===== config.mk =====
export PLATFORM = sky130hd
export DESIGN_NAME = npi_ctrl
export DESIGN_NICKNAME = d
export VERILOG_FILES = /design/src/inc/npi_pkg.sv /design/src/core/npi_ctrl.sv
export VERILOG_INCLUDE_DIRS = /design/src /design/src/inc
export SDC_FILE = /design/constraint.sdc
export NUM_CORES = 1
export LEC_CHECK = 0
export ABC_AREA = 1
export BUFFER_PORTS_ARGS = -buffer_cell sky130_fd_sc_hd__buf_2
export CORE_MARGIN = 2
export CORE_UTILIZATION = 40
export DETAILED_ROUTE_END_ITERATION = 7
export GPL_ROUTABILITY_DRIVEN = 1
export REMOVE_ABC_BUFFERS = 1
export SLEW_MARGIN = 20
export SYNTH_ARGS = -nofsm -noshare
export SYNTH_HDL_FRONTEND = slang
export SYNTH_SLANG_ARGS = --single-unit

===== constraint.sdc =====
create_clock -name mclk -period 18.2 [get_ports mclk]
set_clock_uncertainty 0.1 [all_clocks]
set_input_delay 0.91 -clock mclk [delete_from_list [all_inputs] [get_ports mclk]]
set_output_delay 0.91 -clock mclk [all_outputs]
set_load 0.02 [all_outputs]

===== src/inc/npi_params.svh =====
// Constants for the nested priority interrupt controller
`ifndef NPI_PARAMS_SVH
`define NPI_PARAMS_SVH

// Register offsets on the plain register port
`define NPI_OFF_PRIO0 8'h24
`define NPI_OFF_PRIO1 8'h25
`define NPI_OFF_PRIO2 8'h26
`define NPI_OFF_PRIO3 8'h27
`define NPI_OFF_FLAGS 8'h20
`define NPI_OFF_STATUS 8'h21

// Reset values
`define NPI_FLAGS_RESET 8'hea
`define NPI_PRIO_RESET 8'hff
`define NPI_PRIO3_RO_ONES 8'hf0

// Flag bit positions
`define NPI_LVL_HI_POS 5
`define NPI_LVL_LO_POS 3
`define NPI_FIXED_ONES 8'hc0
`define NPI_ARITH_MASK 8'h17

// Level encodings {level_high_bit, level_low_bit}
`define NPI_LVL0 2'b10
`define NPI_LVL3 2'b11

// Vector sets, one bit per maskable vector
`define NPI_USED_MASK 14'h3fbe
`define NPI_HALT_MASK 14'h20be
`define NPI_AHALT_MASK 14'h0002

// Vector addresses
`define NPI_VEC_RESET 16'hfffe
`define NPI_VEC_TRAP 16'hfffc
`define NPI_VEC_BASE 16'hfffa

// Index of the last of the four registers stacked on entry
`define NPI_PUSH_LAST 2'd3

`endif


===== src/inc/npi_pkg.sv =====
// Types for the nested priority interrupt controller
package npi_pkg;

  typedef enum logic [1:0] {
    NPI_ST_RESET = 2'b00,
    NPI_ST_IDLE = 2'b01,
    NPI_ST_PUSH = 2'b10,
    NPI_ST_LOAD = 2'b11
  } npi_state_type;

  typedef struct packed {
    npi_state_type state;
    logic [1:0] cnt;
    logic is_trap;
    logic [3:0] vec_id;
    logic [7:0] flags;
    logic [3:0][7:0] prio;
    logic [7:0] rdata;
    logic [15:0] vec_addr;
    logic vec_load;
    logic push_stb;
    logic [1:0] push_sel;
    logic ack;
    logic [3:0] last_vec;
  } npi_regs_type;

endpackage


===== src/core/npi_ctrl.sv =====
// Nested priority interrupt controller: level bits, priority registers, vector entry
//
// Strobed register access and the register addresses were chosen for this implementation.
`timescale 1ns/1ps
`include "npi_params.svh"

module npi_ctrl
  import npi_pkg::*;
#(
  parameter int NUM_VEC = 14
) (
  // Clock and reset
  input wire logic mclk,
  input wire logic reset_n,
  // Register port
  input wire logic [7:0] reg_addr,
  input wire logic [7:0] reg_wdata,
  input wire logic reg_wr,
  input wire logic reg_rd,
  output logic [7:0] reg_rdata,
  // Request sources, already gated by their enables
  input wire logic [13:0] irq_req,
  // CPU core instruction events
  input wire logic cpu_boundary,
  input wire logic enable_interrupts_instr,
  input wire logic disable_interrupts_instr,
  input wire logic halt_instr,
  input wire logic wait_for_request_instr,
  input wire logic trap_instr,
  input wire logic flags_restore,
  input wire logic [7:0] flags_restore_data,
  input wire logic arith_flags_wr,
  input wire logic [7:0] arith_flags_data,
  // Power mode status
  input wire logic halt_mode,
  input wire logic active_halt_mode,
  // Service sequence to the CPU core
  output logic push_strobe,
  output logic [1:0] push_sel,
  output logic vector_load,
  output logic [15:0] vector_addr,
  output logic service_ack,
  output logic [3:0] service_vector,
  output logic entry_busy,
  // Flags and conditions
  output logic [7:0] cpu_flags_with_level_bits,
  output logic jump_if_masked,
  output logic jump_if_unmasked,
  output logic wake_req
);

  if (NUM_VEC < 1 || NUM_VEC > 14) begin : g_check
    $error("NUM_VEC must lie between 1 and 14");
  end

  ////////////////////////////////////////////////////////////////////////////
  // Helpers

  // Higher result means higher software level
  function automatic logic [1:0] lvl_rank(input logic [1:0] p);
    case (p)
      2'b10: lvl_rank = 2'd0;
      2'b01: lvl_rank = 2'd1;
      2'b00: lvl_rank = 2'd2;
      default: lvl_rank = 2'd3;
    endcase
  endfunction

  function automatic logic [1:0] pair_of(input logic [3:0][7:0] pr, input logic [3:0] v);
    pair_of = pr[v[3:2]][{v[1:0], 1'b0} +: 2];
  endfunction

  function automatic logic [1:0] lvl_of(input logic [7:0] f);
    lvl_of = {f[`NPI_LVL_HI_POS], f[`NPI_LVL_LO_POS]};
  endfunction

  function automatic logic [7:0] set_lvl(input logic [7:0] f, input logic [1:0] l);
    logic [7:0] r;
    r = f;
    r[`NPI_LVL_HI_POS] = l[1];
    r[`NPI_LVL_LO_POS] = l[0];
    set_lvl = r;
  endfunction

  ////////////////////////////////////////////////////////////////////////////
  // State

  npi_regs_type s_q;
  npi_regs_type s_d;
  logic [13:0] cand;
  logic sel_valid;
  logic [3:0] sel_vec;
  logic [1:0] sel_rank;
  logic [1:0] cur_rank;
  logic go;
  logic [1:0] load_pair;
  logic [1:0] wsel;

  ////////////////////////////////////////////////////////////////////////////
  // Request selection

  assign cur_rank = lvl_rank(lvl_of(s_q.flags));
  assign load_pair = pair_of(s_q.prio, s_q.vec_id);

  always_comb begin
    cand = irq_req & `NPI_USED_MASK;
    // Out of halt only wake-capable vectors may be taken first
    if (active_halt_mode) begin
      cand = cand & `NPI_AHALT_MASK;
    end else if (halt_mode) begin
      cand = cand & `NPI_HALT_MASK;
    end
    sel_valid = 1'b0;
    sel_vec = 4'h0;
    sel_rank = 2'd0;
    // Ascending scan with strict compare keeps the lower vector on a tie
    for (int i = 0; i < NUM_VEC; i++) begin
      if (cand[i] && lvl_rank(pair_of(s_q.prio, 4'(i))) > cur_rank) begin
        if (!sel_valid || lvl_rank(pair_of(s_q.prio, 4'(i))) > sel_rank) begin
          sel_valid = 1'b1;
          sel_vec = 4'(i);
          sel_rank = lvl_rank(pair_of(s_q.prio, 4'(i)));
        end
      end
    end
  end

  // Trap bypasses the level check entirely
  assign go = cpu_boundary && (s_q.state == NPI_ST_IDLE) && (trap_instr || sel_valid);

  assign wake_req = (halt_mode && |(irq_req & `NPI_HALT_MASK))
                 || (active_halt_mode && |(irq_req & `NPI_AHALT_MASK));

  ////////////////////////////////////////////////////////////////////////////
  // Next state

  assign wsel = reg_addr[1:0];

  always_comb begin
    s_d = s_q;
    s_d.vec_load = 1'b0;
    s_d.push_stb = 1'b0;
    s_d.ack = 1'b0;
    s_d.rdata = 8'h00;

    // Arithmetic flag updates never touch the level bits
    if (arith_flags_wr) begin
      s_d.flags = (s_q.flags & ~`NPI_ARITH_MASK) | (arith_flags_data & `NPI_ARITH_MASK);
    end

    case (s_q.state)
      NPI_ST_RESET: begin
        s_d.flags = `NPI_FLAGS_RESET;
        s_d.vec_addr = `NPI_VEC_RESET;
        s_d.vec_load = 1'b1;
        s_d.state = NPI_ST_IDLE;
      end
      NPI_ST_IDLE: begin
        if (go) begin
          s_d.is_trap = trap_instr;
          s_d.vec_id = trap_instr ? 4'h0 : sel_vec;
          s_d.cnt = 2'd0;
          s_d.push_stb = 1'b1;
          s_d.push_sel = 2'd0;
          s_d.state = NPI_ST_PUSH;
        end else if (flags_restore) begin
          s_d.flags = flags_restore_data | `NPI_FIXED_ONES;
        end else if (disable_interrupts_instr) begin
          s_d.flags = set_lvl(s_d.flags, `NPI_LVL3);
        end else if (enable_interrupts_instr || halt_instr || wait_for_request_instr) begin
          s_d.flags = set_lvl(s_d.flags, `NPI_LVL0);
        end
      end
      NPI_ST_PUSH: begin
        // Order PC, X, A, flags; the flags pushed still hold the old level
        if (s_q.cnt == `NPI_PUSH_LAST) begin
          s_d.state = NPI_ST_LOAD;
        end else begin
          s_d.cnt = s_q.cnt + 2'd1;
          s_d.push_stb = 1'b1;
          s_d.push_sel = s_q.cnt + 2'd1;
        end
      end
      NPI_ST_LOAD: begin
        s_d.vec_load = 1'b1;
        if (s_q.is_trap) begin
          s_d.flags = set_lvl(s_d.flags, `NPI_LVL3);
          s_d.vec_addr = `NPI_VEC_TRAP;
        end else begin
          s_d.flags = set_lvl(s_d.flags, load_pair);
          s_d.vec_addr = `NPI_VEC_BASE - {11'h000, s_q.vec_id, 1'b0};
          s_d.ack = 1'b1;
          s_d.last_vec = s_q.vec_id;
        end
        s_d.state = NPI_ST_IDLE;
      end
      default: begin
        s_d.state = NPI_ST_IDLE;
      end
    endcase

    // Register writes, pair by pair
    if (reg_wr && reg_addr[7:2] == 6'(`NPI_OFF_PRIO0 >> 2)) begin
      for (int p = 0; p < 4; p++) begin
        if (reg_wdata[2*p +: 2] != `NPI_LVL0) begin
          s_d.prio[wsel][2*p +: 2] = reg_wdata[2*p +: 2];
        end
      end
      s_d.prio[3] = s_d.prio[3] | `NPI_PRIO3_RO_ONES;
    end

    // Register reads, answered in the next cycle
    if (reg_rd) begin
      case (reg_addr)
        `NPI_OFF_PRIO0: s_d.rdata = s_q.prio[0];
        `NPI_OFF_PRIO1: s_d.rdata = s_q.prio[1];
        `NPI_OFF_PRIO2: s_d.rdata = s_q.prio[2];
        `NPI_OFF_PRIO3: s_d.rdata = s_q.prio[3] | `NPI_PRIO3_RO_ONES;
        `NPI_OFF_FLAGS: s_d.rdata = s_q.flags;
        `NPI_OFF_STATUS: s_d.rdata = {s_q.state != NPI_ST_IDLE, 3'h0, s_q.last_vec};
        default: s_d.rdata = 8'h00;
      endcase
    end
  end

  ////////////////////////////////////////////////////////////////////////////
  // Registers

  always_ff @(posedge mclk) begin
    if (!reset_n) begin
      s_q <= '0;
      s_q.state <= NPI_ST_RESET;
      s_q.flags <= `NPI_FLAGS_RESET;
      s_q.prio <= {4{`NPI_PRIO_RESET}};
      s_q.vec_addr <= `NPI_VEC_RESET;
    end else begin
      s_q <= s_d;
    end
  end

  ////////////////////////////////////////////////////////////////////////////
  // Outputs

  assign reg_rdata = s_q.rdata;
  assign push_strobe = s_q.push_stb;
  assign push_sel = s_q.push_sel;
  assign vector_load = s_q.vec_load;
  assign vector_addr = s_q.vec_addr;
  assign service_ack = s_q.ack;
  assign service_vector = s_q.last_vec;
  assign entry_busy = (s_q.state != NPI_ST_IDLE);
  assign cpu_flags_with_level_bits = s_q.flags;
  assign jump_if_masked = (lvl_of(s_q.flags) == `NPI_LVL3);
  assign jump_if_unmasked = !jump_if_masked;
endmodule


==> metrics.md <==
| Metric | Value |
|---|---|
| Area grow syn2layout | 12.03% |
| Startpoint Class | flop |
| Hold Crit Endpoint | s_q[79]$_SDFFE_PN0P_ |
| Antenna violations before repair | 0 |
| Layout cells sized above 1 | 17.67% |
| Die W | between 100 and 150 microns |
| Static leakage | about 3.2 nW |
| Final Non-Filler Cells | between 1k and 1.5k |
| Clock sinks | 68 |
| I/O pin cnt | 105 |
| FF/Latch Area | between 0.001 and 0.0015 sq mm |
| Crit path kind | flop to flop |
| Footprint of the multi-input gates | between 0.003 and 0.004 sq mm |
| Die height | 123.5 microns |
| 1st-pass router iterations | 5 |
| N_diodes | 0 |
| Cell count after synthesis | approximately 830 |
| Maxcap violations | 0 |
| Max incr delay on CP | roughly 430 ps |
| Clock buffer depth | 2 |
| ANT nets after route | 0 |
| Row count | 43 |
| CTS Buf Count | 9 |
| Number of H-tree levels | 3 |
| First-pass GRT wire length | 25190 microns |
| Register bit count reported by yosys | 68 |
| Grt ovf | 0 |
| Status | complete, no violations |
| Post-CTS Setup Repair Bufs | 0 |
| Worst hold path class | flop to flop |
| Worst R2R Start | cpu_flags_with_level_bits[5]$_SDFFE_PN1N_ |
| GPL Wtd Cong | roughly 0.84 |
| Port Buffers | 95 |
| WHS Path Cells | 2 |
| Distinct cells, synth | 53 |
| Clk_lat worst skew | between 300 and 400 ps |
| Die area | approximately 0.015 sq mm |
| Hold_sp | s_q[79]$_SDFFE_PN0P_ |
| Crit path capture type | flop |
| CP max-delay cell | dfxtp_1 |
| # DRC | 0 |
| GRT Total Usage | 21.37% |
| Total power | approximately 0.00082 W |
| Max-slew violation count | 0 |
| Initial Utilization | between 40% and 50% |
| Final nets | about 1k |
| Worst slew pin tran | 678.9 ps |
| R2R depth | 99 |
| Core ar. | 0.01393 sq mm |
| Synth warn | 0 |
| Vias after detailed routing | roughly 5.5k |
| Crit path max fanout | 12 |
| FMAX | 0.07625 GHz |
| Final Critical Period | ~13000 ps |
| Largest vdd supply drop | ~0.000041 V |
| CTS tree | built |
| Number of global-route vias before repair | 5011 |
| Reg2reg setup slack | a little over 5000 ps |
| Setup repair after global routing missed its margin | no |
| Avg WL per Cell | 14.54 microns |
| Syn_area_per_cell | about 6.9 sq um |
| DR iter-0 viols | 376 |
| Setup Viol. Count Final | 0 |
| Resize count post-CTS | 0 |
| Seq/Total Area, Yosys | a little under a quarter |
| Worst Path Required | approximately 18000 ps |
| Final hold vios | 0 |
| Fill cell count | 1504 |
| Synthesized area | about 0.0057 sq mm |
| Clock root cell | clkbuf_16 |
| Final period util | 72.06% |
| TNS Setup | 0 ps |
| Headroom to the max-slew limit | between 50% and 60% |
| DP Cell Count | roughly 1.1k |
| HPWL Detailed | around 13000 microns |
| Via/cell ratio | 5.086 |
| Hold buffer count at CTS | 0 |
| Pwr per Cell Area | between 100 and 150 mW/mm^2 |
| WP data arrival | approximately 13000 ps |
| Maximum number of pins on one net before global-route repair | 43 |
| Clk slew on worst S/H paths | roughly 50 ps |
| Reg2reg end | s_q[76]$_SDFFE_PN0P_ |
| Routed wire length | about 16000 microns |
| Crit-path most repeated cell | nand2_1 |
-- layout by cell type, fill, tap and decap left out, types with 4 or more instances in the layout --
cell type  netlist  routed
a21oi_1         55      55
a221oi_1         9       9
a31oi_1          9       9
buf_2            0      95
clkbuf_16        0       9
dfxtp_1         68      68
ha_1            71      71
inv_1          126     126
nand2_1        164     164
nand2_2         16      16
nand3_1         33      33
nand3_2          5       5
nor2_1          70      70
nor2_2           5       5
nor3_1           5       5
o211ai_1        27      27
o21a_1           4       4
o21ai_0         52      52
o21ai_1          8       8
or2_2            4       4
-- worst max-delay path: cells and delay by family, from the launching register on --
kind | cells | cell delay (ps)
buffers and inverters | 20 | 1670
AND/OR/NAND/NOR | 47 | 4340
adder cells (fa/ha/maj) | 13 | 3560
flip-flops | 1 | 430
AO/OA/AOI/OAI | 19 | 2790
-- final cells by class --
cell class,instances,share of cell area [%]
multi-input cells,584,55.24
flip-flops and latches,68,21.28
inverters,130,7.629
repair buffers,96,7.551
clock buffers,13,4.069
well taps,180,3.521
clock inverters,3,0.7042
-- synth_stat cells, drive strengths merged --
cell type,n,area (sq um)
a211oi,3,35.03
a21boi,2,18.77
a21oi,56,284.0
a221oi,9,78.83
a22oi,2,15.01
a311oi,2,17.52
a31oi,9,56.30
a32oi,1,8.760
and2,2,12.51
and3,3,20.02
buf,38,285.3
clkbuf,11,41.29
clkinv,1,3.750
conb,1,3.750
dfxtp,68,1361
ha,71,888.4
inv,129,484.2
mux2i,1,10.01
nand2,182,738.2
nand3,39,232.7
nand4,1,12.51
nor2,78,327.8
nor3,5,25.02
nor4,3,18.77
o2111ai,4,41.29
o211ai,28,215.2
o21a,4,30.03
o21ai,61,309.1
o21bai,1,7.510
o221ai,1,8.760
o22ai,3,18.77
o31ai,2,15.01
o32ai,2,25.03
o41ai,2,17.52
or2,4,25.02
or4,1,7.510
xnor2,1,8.760
-- worst max path at each step --
stage / start / endpoint / slack (ps)
4_1_cts: cpu_flags_with_level_bits[5]$_SDFFE_PN1N_ / s_q[76]$_SDFFE_PN0P_ / 5030
3_5_place_dp: cpu_flags_with_level_bits[5]$_SDFFE_PN1N_ / s_q[76]$_SDFFE_PN0P_ / 5100
3_3_place_gp: cpu_flags_with_level_bits[5]$_SDFFE_PN1N_ / s_q[76]$_SDFFE_PN0P_ / 5190
6_report: cpu_flags_with_level_bits[5]$_SDFFE_PN1N_ / s_q[76]$_SDFFE_PN0P_ / 5080
5_1_grt: cpu_flags_with_level_bits[5]$_SDFFE_PN1N_ / s_q[76]$_SDFFE_PN0P_ / 3420
2_1_floorplan: cpu_flags_with_level_bits[3]$_SDFFE_PN1N_ / s_q[76]$_SDFFE_PN0P_ / 6470
-- logic make-up after synthesis --
family                     after synthesis  synth area share, %
and+or+nand+nor                        318                24.87
buffers and inverters                  179                14.27
AOI/OAI and AO/OA                      192                21.06
muxes                                    1               0.1753
DFF                                     68                23.84
other                                    1              0.06568
adders and majority gates               71                15.56
xor gates and xnor gates                 1               0.1534
-- power breakdown --
| group | switching, W | internal [W] | total, W |
|---|---|---|---|
| clock network | 0.0000648 | 0.000114 | 0.000178 |
| registers | 0.0000155 | 0.000164 | 0.000180 |
| logic | 0.000289 | 0.000171 | 0.000460 |
-- metal layers --
| metal | up-vias | global-route usage [%] | share of wire (%) |
|---|---|---|---|
| li1 | 2855 | - | - |
| met5 | - | 0 | 0 |
| met2 | 136 | 34.75 | 46 |
| met3 | 9 | 4.382 | 4.8 |
| met4 | 0 | 2.983 | 0.54 |
| met1 | 2462 | 29.80 | 48 |
-- flip-flops by register name, indices dropped and copies added, names as in the netlist --
signal                     flops
push_strobe                    1
service_vector                 4
push_sel                       2
vector_addr                    6
service_ack                    1
s_q                           37
reg_rdata                      8
cpu_flags_with_level_bits      8
vector_load                    1
-- metrics by stage --
| step | instance area (sq um) | utilization, % | hold slack [ps] | setup slack (ps) |
|---|---|---|---|---|
| final | 6396 | 45.90 | 370.9 | 5085 |
| after global routing | 6396 | 45.90 | 403.0 | 3423 |
| after CTS | 6396 | 45.90 | 373.2 | 5030 |
| after detailed placement | 6091 | 43.71 | 364.9 | 5101 |
| after global placement | 6091 | 43.71 | 347.8 | 5189 |
| after floorplan | 5383 | - | 347.4 | 6465 |
(Power assumes the default switching activity.)
